<file path="src/inc/ufrc_pkg.sv">
// Constants and types shared by the serial port core
package ufrc_pkg;
	// Register offsets
	localparam logic [2:0] ADDR_DATA = 3'h0;
	localparam logic [2:0] ADDR_IER = 3'h1;
	localparam logic [2:0] ADDR_IIR = 3'h2;
	localparam logic [2:0] ADDR_LCR = 3'h3;
	localparam logic [2:0] ADDR_MCR = 3'h4;
	localparam logic [2:0] ADDR_LSR = 3'h5;
	localparam logic [2:0] ADDR_MSR = 3'h6;
	localparam logic [2:0] ADDR_SCR = 3'h7;
	////////////////////////////////////////////////////////////////
	// Field positions
	localparam int LCR_DIV_SEL = 7;
	localparam int LCR_BREAK = 6;
	localparam int LCR_STICK = 5;
	localparam int LCR_EVEN = 4;
	localparam int LCR_PAR_EN = 3;
	localparam int LCR_STOP2 = 2;
	localparam int FCR_ENABLE = 0;
	localparam int FCR_RX_RST = 1;
	localparam int FCR_TX_RST = 2;
	localparam int FCR_TRIG_LO = 6;
	localparam int MCR_LOOP = 4;
	localparam int IER_RX = 0;
	localparam int IER_TX = 1;
	localparam int IER_LINE = 2;
	localparam int IER_MODEM = 3;
	////////////////////////////////////////////////////////////////
	// Identification codes
	localparam logic [3:0] IIR_NONE = 4'h1;
	localparam logic [3:0] IIR_LINE = 4'h6;
	localparam logic [3:0] IIR_RXDATA = 4'h4;
	localparam logic [3:0] IIR_TIMEOUT = 4'hc;
	localparam logic [3:0] IIR_TX_HOLD_EMPTY_FLAG = 4'h2;
	localparam logic [3:0] IIR_MODEM = 4'h0;
	// Receive trigger levels
	localparam logic [4:0] TRIG_L0 = 5'h01;
	localparam logic [4:0] TRIG_L1 = 5'h04;
	localparam logic [4:0] TRIG_L2 = 5'h08;
	localparam logic [4:0] TRIG_L3 = 5'h0e;
	////////////////////////////////////////////////////////////////
	// Timing: 16 baud ticks per bit, sample at mid bit
	localparam int OVS = 16;
	localparam logic [3:0] OVS_LAST = 4'hf;
	localparam logic [3:0] OVS_MID = 4'h7;
	localparam int TMO_CHARS = 4;
	// Reset values
	localparam logic [5:0] SYNC_RESET = 6'h1f;
	localparam logic [7:0] LCR_RESET = 8'h00;
	localparam logic [4:0] MCR_RESET = 5'h00;
	localparam logic [3:0] IER_RESET = 4'h0;
	////////////////////////////////////////////////////////////////
	typedef struct packed {
		logic rd;
		logic wr;
		logic [2:0] addr;
		logic [7:0] wdata;
	} ufrc_bus_t;
	typedef enum logic [2:0] {ST_IDLE, ST_START, ST_DATA, ST_PAR, ST_STOP, ST_HOLD} ufrc_state_t;
endpackage

</file>
<file path="src/hdl/ufrc_core.sv">
// Serial port core: host registers, FIFOs, transmitter and receiver
// Function
// - Divisor select bit maps offsets 0 and 1 onto divisor bytes.
// - Characters are shifted least significant bit first both ways.
// - Legacy mode: all-empty flag follows the shift register only.
// - Legacy mode: scratch byte is not available.
// - Without FIFOs, FIFO, timeout and FIFO error indicator bits read zero.
// - DMA mode select bit has no effect.
// - Receive FIFO holds sixteen bytes in FIFO mode, one without, whatever the trigger level.
// - Transmitter starts by itself once a byte is in the FIFO.
// - Writes refused while transmit FIFO full, accepted after next load.
// - Transmit interrupt when FIFO empty and enabled, except load delay.
// - First byte into an empty transmit FIFO drops the interrupt.
// - After a first load, renewed interrupt waits one character time.
// - The delay holds until two bytes sat in the FIFO together.
// - After that, the next emptying raises the interrupt at once.
// - Receive interrupt when count reaches trigger level and enabled.
// - Full receive FIFO takes nothing more; next character sets overrun.
// - Timeout interrupt after four idle character times with data waiting.
// - Host read or new byte clears timeout and restarts its timer.
// - Identification reads 01 after reset.
// - Line status reads 60 after reset.
// - Line status interrupt outranks received data interrupt.
// - Holding write or identification read clears transmit interrupt.
`timescale 1ns/1ps
////////////////////////////////////////////////////////////////////////
module ufrc_fifo import ufrc_pkg::*; #(
	parameter int W = 8,
	parameter int DEPTH = 16,
	localparam int PW = $clog2(DEPTH),
	localparam int CW = PW + 1
) (
	// Clock and reset
	input wire logic clk,
	input wire logic nrst,
	// Control
	input wire logic clr,
	input wire logic [CW-1:0] cap,
	// Write side
	input wire logic push,
	input wire logic [W-1:0] wdata,
	// Read side
	input wire logic pop,
	output logic [W-1:0] head,
	output logic [CW-1:0] cnt_q
);
	logic [W-1:0] mem [DEPTH];
	logic [PW-1:0] wp_q;
	logic [PW-1:0] rp_q;
	wire logic do_push = push && cnt_q < cap;
	wire logic do_pop = pop && cnt_q != '0;
	assign head = mem[rp_q];
	always_ff @(posedge clk) begin
		if (do_push) begin
			mem[wp_q] <= wdata;
		end
	end
	always_ff @(posedge clk) begin
		if (!nrst || clr) begin
			wp_q <= '0;
			rp_q <= '0;
			cnt_q <= '0;
		end else begin
			wp_q <= wp_q + PW'(do_push);
			rp_q <= rp_q + PW'(do_pop);
			cnt_q <= cnt_q + CW'(do_push) - CW'(do_pop);
		end
	end
endmodule
////////////////////////////////////////////////////////////////////////
module ufrc_core import ufrc_pkg::*; #(
	parameter int FIFO_DEPTH = 16
) (
	// Clock and reset
	input wire logic mclk,
	input wire logic nrst,
	// Host register port
	input wire ufrc_bus_t host_req,
	output logic [7:0] host_rdata_q,
	output logic irq_q,
	// Mode strap
	input wire logic legacy_pc_mode,
	// Serial line
	input wire logic rxd,
	output logic txd_q,
	// Modem inputs, active low
	input wire logic cts_n,
	input wire logic dsr_n,
	input wire logic ri_n,
	input wire logic dcd_n,
	// Modem outputs, active low
	output logic dtr_n_q,
	output logic rts_n_q,
	output logic out1_n_q,
	output logic out2_n_q
);
	localparam int CW = $clog2(FIFO_DEPTH) + 1;
	if (FIFO_DEPTH < 16 || (FIFO_DEPTH & (FIFO_DEPTH - 1)) != 0) begin : g_bad_depth
		$error("FIFO_DEPTH must be a power of two of at least 16");
	end

	function automatic logic par_of(input logic [7:0] d, input logic [7:0] line_format);
		logic [7:0] m;
		m = 8'hff >> (2'h3 - line_format[1:0]);
		par_of = line_format[LCR_STICK] ? ~line_format[LCR_EVEN] : (^(d & m)) ^ ~line_format[LCR_EVEN];
	endfunction

	////////////////////////////////////////////////////////////////
	// Pin synchronisers
	logic [5:0] sync1_q;
	logic [5:0] sync2_q;
	always_ff @(posedge mclk) begin
		if (!nrst) begin
			sync1_q <= SYNC_RESET;
			sync2_q <= SYNC_RESET;
		end else begin
			sync1_q <= {legacy_pc_mode, dcd_n, ri_n, dsr_n, cts_n, rxd};
			sync2_q <= sync1_q;
		end
	end
	wire logic rxd_s = sync2_q[0];
	wire logic legacy = sync2_q[5];

	////////////////////////////////////////////////////////////////
	// Host registers and decode
	logic [3:0] ier_q;
	logic [7:0] lcr_q;
	logic [4:0] mcr_q;
	logic fifo_en_q;
	logic [1:0] trig_q;
	logic [7:0] dll_q;
	logic [7:0] dlm_q;
	logic [7:0] scr_q;
	wire logic [7:0] wd = host_req.wdata;
	wire logic [2:0] ad = host_req.addr;
	wire logic dsel = lcr_q[LCR_DIV_SEL];
	wire logic loop = mcr_q[MCR_LOOP];
	wire logic wr_thr = host_req.wr && ad == ADDR_DATA && !dsel;
	wire logic wr_dll = host_req.wr && ad == ADDR_DATA && dsel;
	wire logic wr_ier = host_req.wr && ad == ADDR_IER && !dsel;
	wire logic wr_dlm = host_req.wr && ad == ADDR_IER && dsel;
	wire logic wr_fcr = host_req.wr && ad == ADDR_IIR;
	wire logic wr_lcr = host_req.wr && ad == ADDR_LCR;
	wire logic wr_mcr = host_req.wr && ad == ADDR_MCR;
	wire logic wr_scr = host_req.wr && ad == ADDR_SCR && !legacy;
	wire logic rd_rbr = host_req.rd && ad == ADDR_DATA && !dsel;
	wire logic rd_iir = host_req.rd && ad == ADDR_IIR;
	wire logic rd_lsr = host_req.rd && ad == ADDR_LSR;
	wire logic rd_msr = host_req.rd && ad == ADDR_MSR;
	// Enable change empties both FIFOs, as do the self-clearing reset bits
	wire logic fcr_chg = wr_fcr && wd[FCR_ENABLE] != fifo_en_q;
	wire logic rx_clr = wr_fcr && (wd[FCR_RX_RST] || fcr_chg);
	wire logic tx_clr = wr_fcr && (wd[FCR_TX_RST] || fcr_chg);

	always_ff @(posedge mclk) begin
		if (!nrst) begin
			ier_q <= IER_RESET;
			lcr_q <= LCR_RESET;
			mcr_q <= MCR_RESET;
			fifo_en_q <= 1'b0;
			trig_q <= 2'h0;
			dll_q <= 8'h00;
			dlm_q <= 8'h00;
			scr_q <= 8'h00;
		end else begin
			if (wr_ier) begin
				ier_q <= wd[3:0];
			end
			if (wr_dll) begin
				dll_q <= wd;
			end
			if (wr_dlm) begin
				dlm_q <= wd;
			end
			if (wr_fcr) begin
				// DMA select and reset bits are not stored
				fifo_en_q <= wd[FCR_ENABLE];
				trig_q <= wd[FCR_TRIG_LO+:2];
			end
			if (wr_lcr) begin
				lcr_q <= wd;
			end
			if (wr_mcr) begin
				mcr_q <= wd[4:0];
			end
			if (wr_scr) begin
				scr_q <= wd;
			end
		end
	end

	////////////////////////////////////////////////////////////////
	// Baud tick at 16 times the bit rate; divisor zero stops it
	logic [15:0] bcnt_q;
	wire logic [15:0] divisor = {dlm_q, dll_q};
	wire logic tick = divisor != 16'h0000 && bcnt_q <= 16'h0001;
	always_ff @(posedge mclk) begin
		if (!nrst) begin
			bcnt_q <= 16'h0000;
		end else if (tick) begin
			bcnt_q <= divisor;
		end else if (divisor != 16'h0000) begin
			bcnt_q <= bcnt_q - 16'h0001;
		end
	end
	wire logic par_en = lcr_q[LCR_PAR_EN];
	wire logic [3:0] last_bit = 4'h4 + {2'h0, lcr_q[1:0]};
	wire logic [3:0] cbits = last_bit + 4'h3 + {3'h0, par_en} + {3'h0, lcr_q[LCR_STOP2]};
	wire logic [7:0] char_ticks = 8'(cbits * OVS);
	wire logic [9:0] tmo_lim = 10'(cbits * OVS * TMO_CHARS);

	////////////////////////////////////////////////////////////////
	// Transmit FIFO and shifter
	logic [7:0] tx_head;
	logic [CW-1:0] tx_cnt;
	ufrc_state_t tx_st_q;
	logic [3:0] tx_sub_q;
	logic [3:0] tx_bit_q;
	logic [7:0] tx_sh_q;
	logic tx_par_q;
	wire logic [CW-1:0] cap = fifo_en_q ? CW'(FIFO_DEPTH) : CW'(1);
	wire logic tx_full = tx_cnt >= cap;
	wire logic tx_push = wr_thr && !tx_full;
	wire logic tx_load = tick && tx_st_q == ST_IDLE && tx_cnt != '0;
	wire logic tx_empty = tx_cnt == '0;
	wire logic tx_busy = tx_st_q != ST_IDLE;
	ufrc_fifo #(.W(8), .DEPTH(FIFO_DEPTH)) u_tx_fifo (
		.clk(mclk),
		.nrst(nrst),
		.clr(tx_clr),
		.cap(cap),
		.push(tx_push),
		.wdata(wd),
		.pop(tx_load),
		.head(tx_head),
		.cnt_q(tx_cnt)
	);
	always_ff @(posedge mclk) begin
		if (!nrst) begin
			tx_st_q <= ST_IDLE;
			tx_sub_q <= 4'h0;
			tx_bit_q <= 4'h0;
			tx_sh_q <= 8'h00;
			tx_par_q <= 1'b0;
		end else if (tick) begin
			tx_sub_q <= tx_sub_q + 4'h1;
			unique case (tx_st_q)
				ST_IDLE: begin
					tx_sub_q <= 4'h0;
					if (tx_load) begin
						tx_st_q <= ST_START;
						tx_sh_q <= tx_head;
						tx_par_q <= par_of(tx_head, lcr_q);
					end
				end
				ST_START: begin
					if (tx_sub_q == OVS_LAST) begin
						tx_st_q <= ST_DATA;
						tx_bit_q <= 4'h0;
					end
				end
				ST_DATA: begin
					if (tx_sub_q == OVS_LAST) begin
						tx_sh_q <= {1'b0, tx_sh_q[7:1]};
						tx_bit_q <= tx_bit_q + 4'h1;
						if (tx_bit_q == last_bit) begin
							tx_st_q <= par_en ? ST_PAR : ST_STOP;
							tx_bit_q <= 4'h0;
						end
					end
				end
				ST_PAR: begin
					if (tx_sub_q == OVS_LAST) begin
						tx_st_q <= ST_STOP;
					end
				end
				ST_STOP: begin
					if (tx_sub_q == OVS_LAST) begin
						if (lcr_q[LCR_STOP2] && tx_bit_q == 4'h0) begin
							tx_bit_q <= 4'h1;
						end else begin
							tx_st_q <= ST_IDLE;
						end
					end
				end
				default: begin
					tx_st_q <= ST_IDLE;
				end
			endcase
		end
	end
	wire logic tx_bitval = tx_st_q == ST_START ? 1'b0 : tx_st_q == ST_DATA ? tx_sh_q[0] :
		tx_st_q == ST_PAR ? tx_par_q : 1'b1;
	wire logic tx_line = tx_bitval && !lcr_q[LCR_BREAK];

	////////////////////////////////////////////////////////////////
	// Transmit interrupt pacing
	logic two_q;
	logic tx_hold_empty_flag_q;
	logic [7:0] dly_q;
	logic [3:0] iir_code;
	wire logic tx_drain = tx_load && tx_cnt == CW'(1) && !tx_push;
	wire logic ier_tx_rise = wr_ier && wd[IER_TX] && !ier_q[IER_TX] && tx_empty;
	wire logic dly_done = tick && dly_q == 8'h01;
	wire logic tx_hold_empty_flag_set = (tx_drain && two_q) || dly_done || ier_tx_rise || tx_clr;
	wire logic tx_hold_empty_flag_clr = tx_push || (rd_iir && iir_code == IIR_TX_HOLD_EMPTY_FLAG);
	always_ff @(posedge mclk) begin
		if (!nrst) begin
			two_q <= 1'b0;
			tx_hold_empty_flag_q <= 1'b0;
			dly_q <= 8'h00;
		end else begin
			two_q <= (two_q && !tx_hold_empty_flag_set) || tx_cnt >= CW'(2);
			tx_hold_empty_flag_q <= tx_hold_empty_flag_set || (tx_hold_empty_flag_q && !tx_hold_empty_flag_clr);
			if (tx_push || tx_clr) begin
				dly_q <= 8'h00;
			end else if (tx_drain && !two_q) begin
				dly_q <= char_ticks;
			end else if (tick && dly_q != 8'h00) begin
				dly_q <= dly_q - 8'h01;
			end
		end
	end

	////////////////////////////////////////////////////////////////
	// Receiver
	ufrc_state_t rx_st_q;
	logic [3:0] rx_sub_q;
	logic [3:0] rx_bit_q;
	logic [7:0] rx_sh_q;
	logic rx_pbit_q;
	logic [10:0] rx_head;
	logic [CW-1:0] rx_cnt;
	wire logic rx_in = loop ? tx_line : rxd_s;
	wire logic rx_pe = par_en && rx_pbit_q != par_of(rx_sh_q, lcr_q);
	wire logic rx_brk = rx_sh_q == 8'h00 && !(par_en && rx_pbit_q) && !rx_in;
	wire logic [10:0] rx_word = {rx_brk, !rx_in, rx_pe, rx_sh_q};
	wire logic rx_push = tick && rx_st_q == ST_STOP && rx_sub_q == OVS_LAST;
	wire logic rx_full = rx_cnt >= cap;
	wire logic rx_ok = rx_push && !rx_full;
	wire logic rx_pop = rd_rbr && rx_cnt != '0;
	// Sixteen entries are kept in FIFO mode, one without; the trigger only sets the interrupt
	ufrc_fifo #(.W(11), .DEPTH(FIFO_DEPTH)) u_rx_fifo (
		.clk(mclk),
		.nrst(nrst),
		.clr(rx_clr),
		.cap(cap),
		.push(rx_push),
		.wdata(rx_word),
		.pop(rx_pop),
		.head(rx_head),
		.cnt_q(rx_cnt)
	);
	always_ff @(posedge mclk) begin
		if (!nrst) begin
			rx_st_q <= ST_IDLE;
			rx_sub_q <= 4'h0;
			rx_bit_q <= 4'h0;
			rx_sh_q <= 8'h00;
			rx_pbit_q <= 1'b0;
		end else if (tick) begin
			rx_sub_q <= rx_sub_q + 4'h1;
			unique case (rx_st_q)
				ST_IDLE: begin
					rx_sub_q <= 4'h0;
					if (!rx_in) begin
						rx_st_q <= ST_START;
						rx_sh_q <= 8'h00;
					end
				end
				ST_START: begin
					// A start bit gone by mid bit is a glitch
					if (rx_sub_q == OVS_MID) begin
						rx_st_q <= rx_in ? ST_IDLE : ST_DATA;
						rx_sub_q <= 4'h0;
						rx_bit_q <= 4'h0;
					end
				end
				ST_DATA: begin
					if (rx_sub_q == OVS_LAST) begin
						rx_sh_q[rx_bit_q[2:0]] <= rx_in;
						rx_bit_q <= rx_bit_q + 4'h1;
						if (rx_bit_q == last_bit) begin
							rx_st_q <= par_en ? ST_PAR : ST_STOP;
						end
					end
				end
				ST_PAR: begin
					if (rx_sub_q == OVS_LAST) begin
						rx_pbit_q <= rx_in;
						rx_st_q <= ST_STOP;
					end
				end
				ST_STOP: begin
					if (rx_sub_q == OVS_LAST) begin
						rx_st_q <= rx_brk ? ST_HOLD : ST_IDLE;
					end
				end
				ST_HOLD: begin
					// After a break wait for the line to go idle again
					if (rx_in) begin
						rx_st_q <= ST_IDLE;
					end
				end
			endcase
		end
	end

	////////////////////////////////////////////////////////////////
	// Receive timeout, line and modem status
	logic [9:0] tmo_cnt_q;
	logic tmo_q;
	logic [3:0] lsr_err_q;
	logic [CW-1:0] err_cnt_q;
	logic [3:0] msr_prev_q;
	logic [3:0] msr_delta_q;
	wire logic rx_touch = rx_push || rx_pop || rx_clr || rx_cnt == '0;
	wire logic [3:0] err_set = {4{rx_push}} & {rx_word[10:8], rx_full};
	wire logic [3:0] msr_now = loop ? {mcr_q[3], mcr_q[2], mcr_q[0], mcr_q[1]} : ~sync2_q[4:1];
	wire logic [3:0] msr_chg = {msr_now[3] ^ msr_prev_q[3], msr_prev_q[2] && !msr_now[2],
		msr_now[1:0] ^ msr_prev_q[1:0]};
	always_ff @(posedge mclk) begin
		if (!nrst || rx_touch) begin
			tmo_cnt_q <= 10'h000;
			tmo_q <= 1'b0;
		end else if (tick && fifo_en_q) begin
			if (tmo_cnt_q >= tmo_lim) begin
				tmo_q <= 1'b1;
			end else begin
				tmo_cnt_q <= tmo_cnt_q + 10'h001;
			end
		end
	end
	always_ff @(posedge mclk) begin
		if (!nrst) begin
			lsr_err_q <= 4'h0;
			err_cnt_q <= '0;
			msr_prev_q <= 4'h0;
			msr_delta_q <= 4'h0;
		end else begin
			lsr_err_q <= err_set | (lsr_err_q & ~{4{rd_lsr}});
			msr_prev_q <= msr_now;
			msr_delta_q <= msr_chg | (msr_delta_q & ~{4{rd_msr}});
			if (rx_clr) begin
				err_cnt_q <= '0;
			end else begin
				err_cnt_q <= err_cnt_q + CW'(rx_ok && |rx_word[10:8]) - CW'(rx_pop && |rx_head[10:8]);
			end
		end
	end

	////////////////////////////////////////////////////////////////
	// Interrupt identification and read mux
	wire logic [4:0] trig_sel = trig_q == 2'h0 ? TRIG_L0 : trig_q == 2'h1 ? TRIG_L1 :
		trig_q == 2'h2 ? TRIG_L2 : TRIG_L3;
	wire logic [CW-1:0] trig_lvl = fifo_en_q ? CW'(trig_sel) : CW'(1);
	wire logic line_p = |lsr_err_q && ier_q[IER_LINE];
	wire logic rx_p = rx_cnt >= trig_lvl && ier_q[IER_RX];
	wire logic tmo_p = tmo_q && ier_q[IER_RX];
	wire logic tx_hold_empty_flag_p = tx_hold_empty_flag_q && ier_q[IER_TX];
	wire logic msr_p = |msr_delta_q && ier_q[IER_MODEM];
	assign iir_code = line_p ? IIR_LINE : rx_p ? IIR_RXDATA : tmo_p ? IIR_TIMEOUT :
		tx_hold_empty_flag_p ? IIR_TX_HOLD_EMPTY_FLAG : msr_p ? IIR_MODEM : IIR_NONE;
	// Bit 3 and the top pair only show in FIFO mode
	wire logic [7:0] iir_byte = {{2{fifo_en_q}}, 2'h0, iir_code & {fifo_en_q, 3'h7}};
	wire logic all_empty = legacy ? !tx_busy : tx_empty && !tx_busy;
	wire logic [7:0] lsr_byte = {fifo_en_q && err_cnt_q != '0, all_empty, tx_empty,
		lsr_err_q, rx_cnt != '0};
	wire logic [7:0] rd_mux [8];
	assign rd_mux[0] = dsel ? dll_q : rx_head[7:0];
	assign rd_mux[1] = dsel ? dlm_q : {4'h0, ier_q};
	assign rd_mux[2] = iir_byte;
	assign rd_mux[3] = lcr_q;
	assign rd_mux[4] = {3'h0, mcr_q};
	assign rd_mux[5] = lsr_byte;
	assign rd_mux[6] = {msr_now, msr_delta_q};
	assign rd_mux[7] = legacy ? 8'h00 : scr_q;

	////////////////////////////////////////////////////////////////
	// Registered outputs; loopback holds the pins inactive
	always_ff @(posedge mclk) begin
		if (!nrst) begin
			host_rdata_q <= 8'h00;
			irq_q <= 1'b0;
			txd_q <= 1'b1;
			dtr_n_q <= 1'b1;
			rts_n_q <= 1'b1;
			out1_n_q <= 1'b1;
			out2_n_q <= 1'b1;
		end else begin
			if (host_req.rd) begin
				host_rdata_q <= rd_mux[ad];
			end
			irq_q <= iir_code != IIR_NONE;
			txd_q <= loop || tx_line;
			dtr_n_q <= !(mcr_q[0] && !loop);
			rts_n_q <= !(mcr_q[1] && !loop);
			out1_n_q <= !(mcr_q[2] && !loop);
			out2_n_q <= !(mcr_q[3] && !loop);
		end
	end
endmodule

</file>
<file path="config.mk">
export PLATFORM = sky130hd
export DESIGN_NAME = ufrc_core
export DESIGN_NICKNAME = d
export VERILOG_FILES = /design/src/inc/ufrc_pkg.sv /design/src/hdl/ufrc_core.sv
export SDC_FILE = /design/constraint.sdc
export NUM_CORES = 1
export LEC_CHECK = 0
export BUFFER_PORTS_ARGS = -buffer_cell sky130_fd_sc_hd__buf_2
export CAP_MARGIN = 25
export CORE_MARGIN = 5
export CORE_UTILIZATION = 63
export CTS_CLUSTER_DIAMETER = 50
export DETAILED_ROUTE_END_ITERATION = 8
export GPL_ROUTABILITY_DRIVEN = 0
export PLACE_DENSITY = 0.8
export RECOVER_POWER = 25
export SYNTH_ARGS = -nofsm -noshare
export SYNTH_HDL_FRONTEND = slang
export SYNTH_SLANG_ARGS = --single-unit
</file>
<file path="constraint.sdc">
create_clock -name mclk -period 5.5 [get_ports mclk]
set_input_delay 0.275 -clock mclk [delete_from_list [all_inputs] [get_ports mclk]]
set_output_delay 0.275 -clock mclk [all_outputs]
set_load 0.05 [all_outputs]
</file>
After elaboration in Yosys (flattened, before gate mapping). Memory sizes are Yosys's and may differ from the RTL's. A register that Yosys moved wholly into a read port is not among the register bits. Index checks and enable logic that the tools add are counted. Widths: inputs -> output; s select.

Memory bits (writable): 304. Bits in registers: 190. ROM bits: 0. Memories kept: 2. Logic and storage cells: 357. Bits in latches: 0.

Memory list: u_rx_fifo.mem (words 16, width 11, read ports 1, clocked after Yosys merged registers in 1, write ports 1, line ufrc_core.sv:47) `logic [W-1:0] mem [DEPTH];`; u_tx_fifo.mem (words 16, width 8, read ports 1, clocked after Yosys merged registers in 1, write ports 1, line ufrc_core.sv:47).

Mux-type cells: 74. Order comparisons: 11. Bitwise operators: 19. Shift operators: 1. Equality and inequality tests: 44. $add $sub $neg: 22. Divide/modulo/power cells: 0. Reductions and logical operators: 140. Multiply operators: 0.

Operators with widths (number): $mux 8 (11); $mux 4 (18); $logic_and 1x1->1 (65); $mux 3 (17); $mux 16 (2); $pmux 8 s2 (2); $ne 2x2->1 const B (14); $add 4x1->4 (6); $bmux 8 s3 (1); $eq 3x3->1 const B (7); $logic_not 1->1 (20); $eq 3x2->1 const B (6); $pmux 3 s6 (1); $add 4x1->4 const B (4); $and 4x4->4 (4); $and 8x8->8 (2); $le 16x1->1 const B (1); $logic_or 1x1->1 (16); $pmux 4 s2 (2); $reduce_and 8->1 (2); $reduce_bool 16->1 (1); $reduce_xor 8->1 (2); $sub 16x1->16 const B (1); $add 5x1->5 (3); 56 further kinds (103).

Logic depth before layout (Yosys ltp). Gate-level depths: netlist of the first run.

Depth after elaboration: 15. Mapped depth: 20.

Cells and area by module. From an unflattened synthesis of the first run, not the netlist that was laid out.

Cells, all modules: 1787. Area, all modules: 22549.1 sq um.

Modules (own cells, without submodules): ufrc_core (cells an instance 1105, area each 9200.1 sq um, times used 1); ufrc_fifo at u_rx_fifo (cells an instance 377, area each 7587.3 sq um, times used 1); ufrc_fifo at u_tx_fifo (cells an instance 305, area each 5761.8 sq um, times used 1).

Least setup slack after synthesis of the first run. No wires, ideal clock.

Kind: register to register. From: register rx_sh_q[0]. To: register err_cnt_q[4]. Stages on the path, launching flop included: 20. Period minus slack after synthesis: 4.176 ns. Setup slack: 1.324 ns. Data arrival time: 4.105 ns. Library setup time: 0.071 ns. Buffers on the path: 0. Cells stage by stage: dfxtp_1 > inv_1 > ha_1 > xor2_1 > xnor2_1 > xnor2_1 > or3_1 > a21oi_1 > nor2_1 > or3b_1 > ha_1 > inv_1 > ha_1 > inv_1 > fa_1 > inv_1 > a21oi_1 > nor2_1 > or3_1 > a21oi_1.

Word-level cells in the longest chain between the ends: 10. Elaborated cells between the ends (all ways): 13.

RTL lines: from (decl) (line ufrc_core.sv:330) `logic [7:0] rx_sh_q;`; from (signal, indexed assignment) (line ufrc_core.sv:381) `rx_sh_q[rx_bit_q[2:0]] <= rx_in;`; $and 8x8->8 (line ufrc_core.sv:105) `par_of = line_format[LCR_STICK] ? ~line_format[LCR_EVEN] : (^(d & m)) ^ ~line_format[LCR_EVEN];`; $reduce_xor 8->1 (line ufrc_core.sv:105); $xor 1x1->1 (line ufrc_core.sv:105); $mux 1 (line ufrc_core.sv:105); $ne 1x1->1 (line ufrc_core.sv:335) `wire logic rx_pe = par_en && rx_pbit_q != par_of(rx_sh_q, lcr_q);`; $logic_and 1x1->1 (line ufrc_core.sv:335); named net rx_pe (line ufrc_core.sv:335); $reduce_or 3->1 (line ufrc_core.sv:447) `err_cnt_q <= err_cnt_q + CW'(rx_ok && |rx_word[10:8]) - CW'(rx_pop && |rx_head[10:8]);`; $logic_and 1x1->1 (line ufrc_core.sv:447); $add 5x1->5 (line ufrc_core.sv:447); $sub 5x1->5 (line ufrc_core.sv:447); to (signal assigned) (line ufrc_core.sv:447); to (decl) (line ufrc_core.sv:414) `logic [CW-1:0] err_cnt_q;`.

The timed path passes the listed nets, and every way through them passes these cells. A chain may end at the register's enable or synchronous reset.

Worst setup path in the final report of the first run.
From: register rx_sh_q[2]. To: register err_cnt_q[4].

Same word-level chain as after synthesis.

==> impl_metrics.toml, run 1 <==
[yosys]
synth_top_family_by_area = "simple AND/OR/NAND/NOR gates"
synth_seq_area_share_pct = 59.2
synthFlopType = "edfxtp_1"
synth_xor_area_share_pct = 2.15
synth_area_um2 = 21900
yosys.area_share.adder_pct = 3.86
syn_avg_cell_area_um2 = 12.6
synth-seq-cells = 494
ys_types = 88
async_flop_share_pct = 0
synthCells = 1741
synth-edff-count = 304
syn-num-nets = 1827
yosys.area_share.simple_pct = 12.4
synthMuxAreaShare_pct = 11.3
synth_warnings = 0
synth_compound_area_share_pct = 7.92

[setup_path]
end_kind = "flop"
startpoint_type = "flop"
crit_path_cell_trace = "inv_1 > ha_1 > xor2_1 > xnor2_1 > xnor2_1 > or3_1 > a21oi_1 > buf_4 > nor2_1 > or3b_1 > ha_1 > inv_1 > ha_1 > inv_1 > fa_1 > inv_1 > a21oi_1 > nor2_1 > or3_1 > a21oi_1"
r2r_cells = 20
path_class = "flop to flop"
crit_family = "simple AND/OR/NAND/NOR gates"
crit_fanout = 18
worst_path_most_repeated_cell = "inv_1"
r2r_start = "rx_sh_q[2]"
cp_slowest_cell = "dfxtp_1"
cp.buffers_inverters = 5
crit_required_ns = 6.01
arrival_ns = 4.93
r2r_slack_ns = 1.09
cp.depth = 20
r2r-end = "err_cnt_q[4]"
cpPeakStageDelay_ns = 0.67

[run_status]
violations = "capacitance limit, slew limit"
status = "complete, but fails checks"

[floorplan]
die_w_um = 196
initial_core_util_pct = 63.6
coreArea_um2 = 34400
die-height_um = 196
std_cell_rows = 68
die_area_um2 = 38500
boundaryPins = 35

[placement]
placed_area_um2 = 22400
dp_hpwl_um = 33300
port_buffers = 34

[clock_tree]
cts_tree = "built"
cts.sinks = 494
ctsHtreeMaxLevel = 2
root_buffer = "clkbuf_16"
clk_pin_slew_worst_paths_ns = 0.06
cts_resized = 0
clockBufferDepth = 3
cts_inserted_buffers = 50
worstSkewPairLatency_ns = 0.59

[pwr]
ir_drop_uv = 413
cellLeakagePower_nw = 8.29
power_density_nw_per_um2 = 331

[finish]
layout_commonest_cell = "edfxtp_1"
drive_gt1_share_pct = 13.5
fin_nets = 1865
synthToLayoutAreaGrowth_pct = 10.6
antennaDiodeCount = 0
fillers = 2302
layout_common_cells = "304 x edfxtp_1, 197 x nor2_1, 188 x dfxtp_1"
final_cell_area_um2 = 24200

[timing]
fin_skew_ns = 0.0146
finalSetupTns_ns = 0
tightestPinTransition_ns = 1.59
drv_slew = 25
relSlewSlack_pct = -5.83
final.min_clock_period_ns = 4.41
clock.fmax_mhz = 227
rsz0062_at_grt = "no"
hold_viol_final = 0
finalSetupViolCount = 0
period_share_pct = 80.3

[min_path]
holdPathEnd = "host_rdata_q[1]"
worstHoldStart = "host_req[12]"
hp-class = "input port to flop"
hold_depth = 2

[routing]
drt-total-wl_um = 52200
wl_met1_um = 20500
drtPass1Iterations = 6
post_drt_wl_per_cell_um = 22.9
viasPerCell = 6.34
wl_met2_um = 25800
via_count = 14400
drtIter0Drc = 1610
wl_met3_um = 4210
antenna_left = 0
drc = 0
top_layer_used = "met4"

[grt]
grt_pass1_vias = 14200
grt.overflow.total = 0
grt_pass1_wl_um = 81000
antenna_found_initial = 0
grt_max_degree = 72
track_usage_pct = 27.0

[job]
maxCapViolCount = 1
==> final cells by class <==
type                       count  area [um^2]  area share (%)
clock buffer                  66         1390            5.76
clock inverter                27          312            1.29
inverter                      63          238           0.983
multi-input combinational   1093         8230            34.0
sequential                   494        12900            53.5
tap                          455          569            2.35
timing repair buffer          77          498            2.06
==> cells in the mapped netlist (14+ instances only) <==
| cell | count | area (um^2) |
|---|---|---|
| edfxtp_1 | 304 | 9130 |
| nor2_1 | 197 | 739 |
| dfxtp_1 | 190 | 3800 |
| nand2_1 | 115 | 432 |
| a21oi_1 | 101 | 505 |
| mux2i_1 | 77 | 771 |
| mux4_2 | 67 | 1510 |
| clkbuf_1 | 64 | 240 |
| ha_1 | 61 | 763 |
| inv_1 | 61 | 229 |
| o21ai_0 | 53 | 265 |
| nand3_1 | 37 | 185 |
| nor3_1 | 34 | 170 |
| xnor2_1 | 28 | 245 |
| a211oi_1 | 23 | 173 |
| and3_1 | 22 | 138 |
| xor2_1 | 21 | 184 |
| nand2b_1 | 20 | 125 |
| a22oi_1 | 17 | 128 |
| nor4_1 | 15 | 93.8 |
| nor2b_1 | 14 | 87.6 |
==> power breakdown <==
part	switching, mW	internal, mW
Sequential	0.0391	3.95
Clock	1.43	2.07
Combinational	0.325	0.183
==> per-layer routing <==
metal	GRT usage, %	vias to the layer above
met4	9.08	0
met1	35.8	7130
met5	0	-
met3	4.43	116
li1	-	6529
met2	45.8	645
==> worst max path at each step <==
| stage | from | endpoint | slack (ns) |
|---|---|---|---|
| 5_1_grt | rx_sh_q[2] | err_cnt_q[4] | 0.72 |
| 6_report | rx_sh_q[2] | err_cnt_q[4] | 1.09 |
| 3_3_place_gp | rx_sh_q[1] | err_cnt_q[4] | 1.18 |
| 2_1_floorplan | rx_sh_q[0] | err_cnt_q[4] | 1.32 |
| 3_5_place_dp | rx_sh_q[0] | err_cnt_q[4] | 1.14 |
| 4_1_cts | rx_sh_q[2] | err_cnt_q[4] | 1.09 |
==> metrics by stage <==
| step | total power [mW] | setup WS, ns | hold WS [ns] | utilization, % | instances |
|---|---|---|---|---|---|
| final | 8.00 | 1.09 | 0.119 | 70.3 | 2275 |
| after detailed placement | 4.56 | 1.14 | 0.402 | 65.2 | 2176 |
| after global routing | 8.24 | 0.722 | 0.116 | 70.3 | 2275 |
| after global placement | 4.54 | 1.18 | 0.393 | 65.2 | 2176 |
| after CTS | 8.03 | 1.09 | 0.0897 | 70.4 | 2275 |
| after floorplan | 4.41 | 1.32 | 0.374 | - | 1741 |
==> kinds of logic after synthesis <==
family / after synthesis
xor gates and xnor gates: 51
DFF: 494
and+or+nand+nor: 547
buffers and inverters: 154
adders and majority gates: 65
muxes: 155
AOI/OAI and AO/OA: 275
==> flip-flops by register name, summed over array words and instances, names as in the netlist, 10 cells and up <==
| register | cells |
|---|---|
| bcnt_q | 16 |
| u_rx_fifo.mem | 176 |
| u_tx_fifo.mem | 128 |
| tmo_cnt_q | 10 |
==> timing repair <==
item | CTS | global route
buffers inserted | 0 | 0
hold endpoints to repair | 6 | 0
hold buffers | 6 | 0
(Power assumes the default switching activity.)
==> run 2, diff against run 1 <==
Settings changed: CORE_UTILIZATION 63 to 57, PLACE_DENSITY 0.8 to 0.76.
Clock period 5.5 ns to 3.66 ns, I/O delays scaled along.
==> run 2 against run 1 <==
The run still ends with capacitance limit, slew limit left. First-iteration DRC count shrank 29%. Via count is essentially flat. Wire length decreased by 0.87%. Critical path depth down 1. Worst setup slack got worse by 0.96 ns. Critical path type unchanged. Critical endpoint unchanged. Largest cell class unchanged. Highest routed layer unchanged.
==> impl_metrics.toml, run 2 (same netlist as run 1, synthesis figures left out) <==
[floorplan]
boundaryPins = 35
std_cell_rows = 71
initial_core_util_pct = 57.9
coreArea_um2 = 37800
die_area_um2 = 42400
die_w_um = 206
die-height_um = 206

[timing]
tightestPinTransition_ns = 1.64
rsz0062_at_grt = "yes"
setup_ws_ns = 0.129
relSlewSlack_pct = -9.15
final.min_clock_period_ns = 3.53
clock.fmax_mhz = 283
drv_slew = 73
finalSetupViolCount = 0
fin_skew_ns = 0.0163
hold_viol_final = 0
period_share_pct = 96.5

[finish]
layout_common_cells = "304 x edfxtp_1, 196 x nor2_1, 181 x dfxtp_1"
fin_nets = 1932
multiInputGateArea_um2 = 8310
post-route-util_pct = 65.4
reg_top3 = "u_rx_fifo.mem (176), u_tx_fifo.mem (128), bcnt_q (16)"
drive_gt1_share_pct = 17.1
synthToLayoutAreaGrowth_pct = 13.0
regMostFlops = "u_rx_fifo.mem"
fillers = 2685
layout_commonest_cell = "edfxtp_1"
regArea_um2 = 13000
antennaDiodeCount = 0
largest_reg_flops = 176
final_cell_area_um2 = 24700

[grt]
track_usage_pct = 24.6
grt_max_degree = 64
grt_pass1_vias = 14400
grt_pass1_wl_um = 80300
antenna_found_initial = 0
grt.overflow.total = 0

[pwr]
power_density_nw_per_um2 = 469
cellLeakagePower_nw = 8.55
ir_drop_uv = 464

[placement]
dp_hpwl_um = 34100
placed_area_um2 = 23000
port_buffers = 34
dp_slack_ns = 0.0141

[setup_path]
startpoint_type = "flop"
arrival_ns = 4.02
end_kind = "flop"
crit_fanout = 6
path_class = "flop to flop"
crit_required_ns = 4.15

[clock_tree]
ctsHtreeMaxLevel = 2
cts_tree = "built"
cts_inserted_buffers = 50
clockBufferDepth = 3
cts.sinks = 494
clk_pin_slew_worst_paths_ns = 0.06
root_buffer = "clkbuf_16"
worstSkewPairLatency_ns = 0.57

[min_path]
hp-class = "input port to flop"

[routing]
drc = 0
antenna_left = 0
drtIter0Drc = 1141
via_count = 14400
post_drt_wl_per_cell_um = 21.6
drtPass1Iterations = 6
drt-total-wl_um = 51700
viasPerCell = 6.02

[job]
maxCapViolCount = 3

[run_status]
status = "complete, but fails checks"
violations = "capacitance limit, slew limit"
## run 2: report_power, final
| part | switching (mW) | internal (mW) | total, mW |
|---|---|---|---|
| combinational | 0.505 | 0.309 | 0.814 |
| sequential | 0.0518 | 5.93 | 5.98 |
| clock | 2.10 | 2.70 | 4.80 |
| total | 2.65 | 8.94 | 11.6 |
## run 2: per-layer routing
metal / vias to the layer above / track usage, % / wire length [um]
met4: 0 / 8.84 / 1910
met3: 128 / 4.60 / 3500
met5: - / 0 / 0
met1: 7075 / 30.4 / 19900
met2: 533 / 43.4 / 26400
li1: 6685 / - / -
## run 2: stage by stage
step | power, mW | setup TNS, ns | hold slack, ns | instances
after global routing | 12.0 | -0.139 | 0.0564 | 2397
final | 11.6 | 0 | 0.0391 | 2397
after detailed placement | 6.88 | 0 | 0.368 | 2293
after CTS | 11.7 | 0 | 0.0245 | 2396
after global placement | 6.85 | 0 | 0.363 | 2293
after floorplan | 6.62 | 0 | 0.282 | 1741
## run 2: area by class of cell
type                    count  share of cell area (%)
flip-flops and latches    494                    52.4
multi-input cells        1093                    33.6
clock buffers              58                    5.27
repair buffers            144                    4.14
well taps                 511                    2.59
clock inverters            34                   0.967
inverters                  63                   0.962
## run 2: critical path, stage by stage, from the launching register on
cell and delay [ns]:
dfxtp_4 0.36, nand2b_1 0.15, o21ai_0 0.18, a22o_1 0.20
a22oi_2 0.07, xnor2_1 0.15, or3_4 0.34, a21oi_4 0.13
nor2_1 0.05, or3b_1 0.36, ha_1 0.28, inv_1 0.04
ha_2 0.17, inv_2 0.06, fa_2 0.20, inv_2 0.04
a21oi_2 0.11, nor2_2 0.06, or3_1 0.35, a21oi_2 0.14
## run 2: path summary, 6_finish.rpt
| kind | slack (ns) | end | cells after the start | start |
|---|---|---|---|---|
| worst max-delay path | 0.13 | err_cnt_q[4] | 19 | rx_sh_q[6] |
| worst min-delay path | 0.04 | host_rdata_q[0] | 2 | host_req[12] |
| worst min register to register | 0.41 | sync2_q[3] | 1 | sync1_q[3] |
| worst max register to register | 0.13 | err_cnt_q[4] | 19 | rx_sh_q[6] |
## run 2: timing repair
action / 4_1_cts / 5_1_grt
setup endpoints to repair: 1 / 2
pin swaps: 14 / 12
setup buffers: 2 / 1
gates resized for setup: 10 / 7
hold endpoints to repair: 7 / 0
hold buffers: 9 / 0
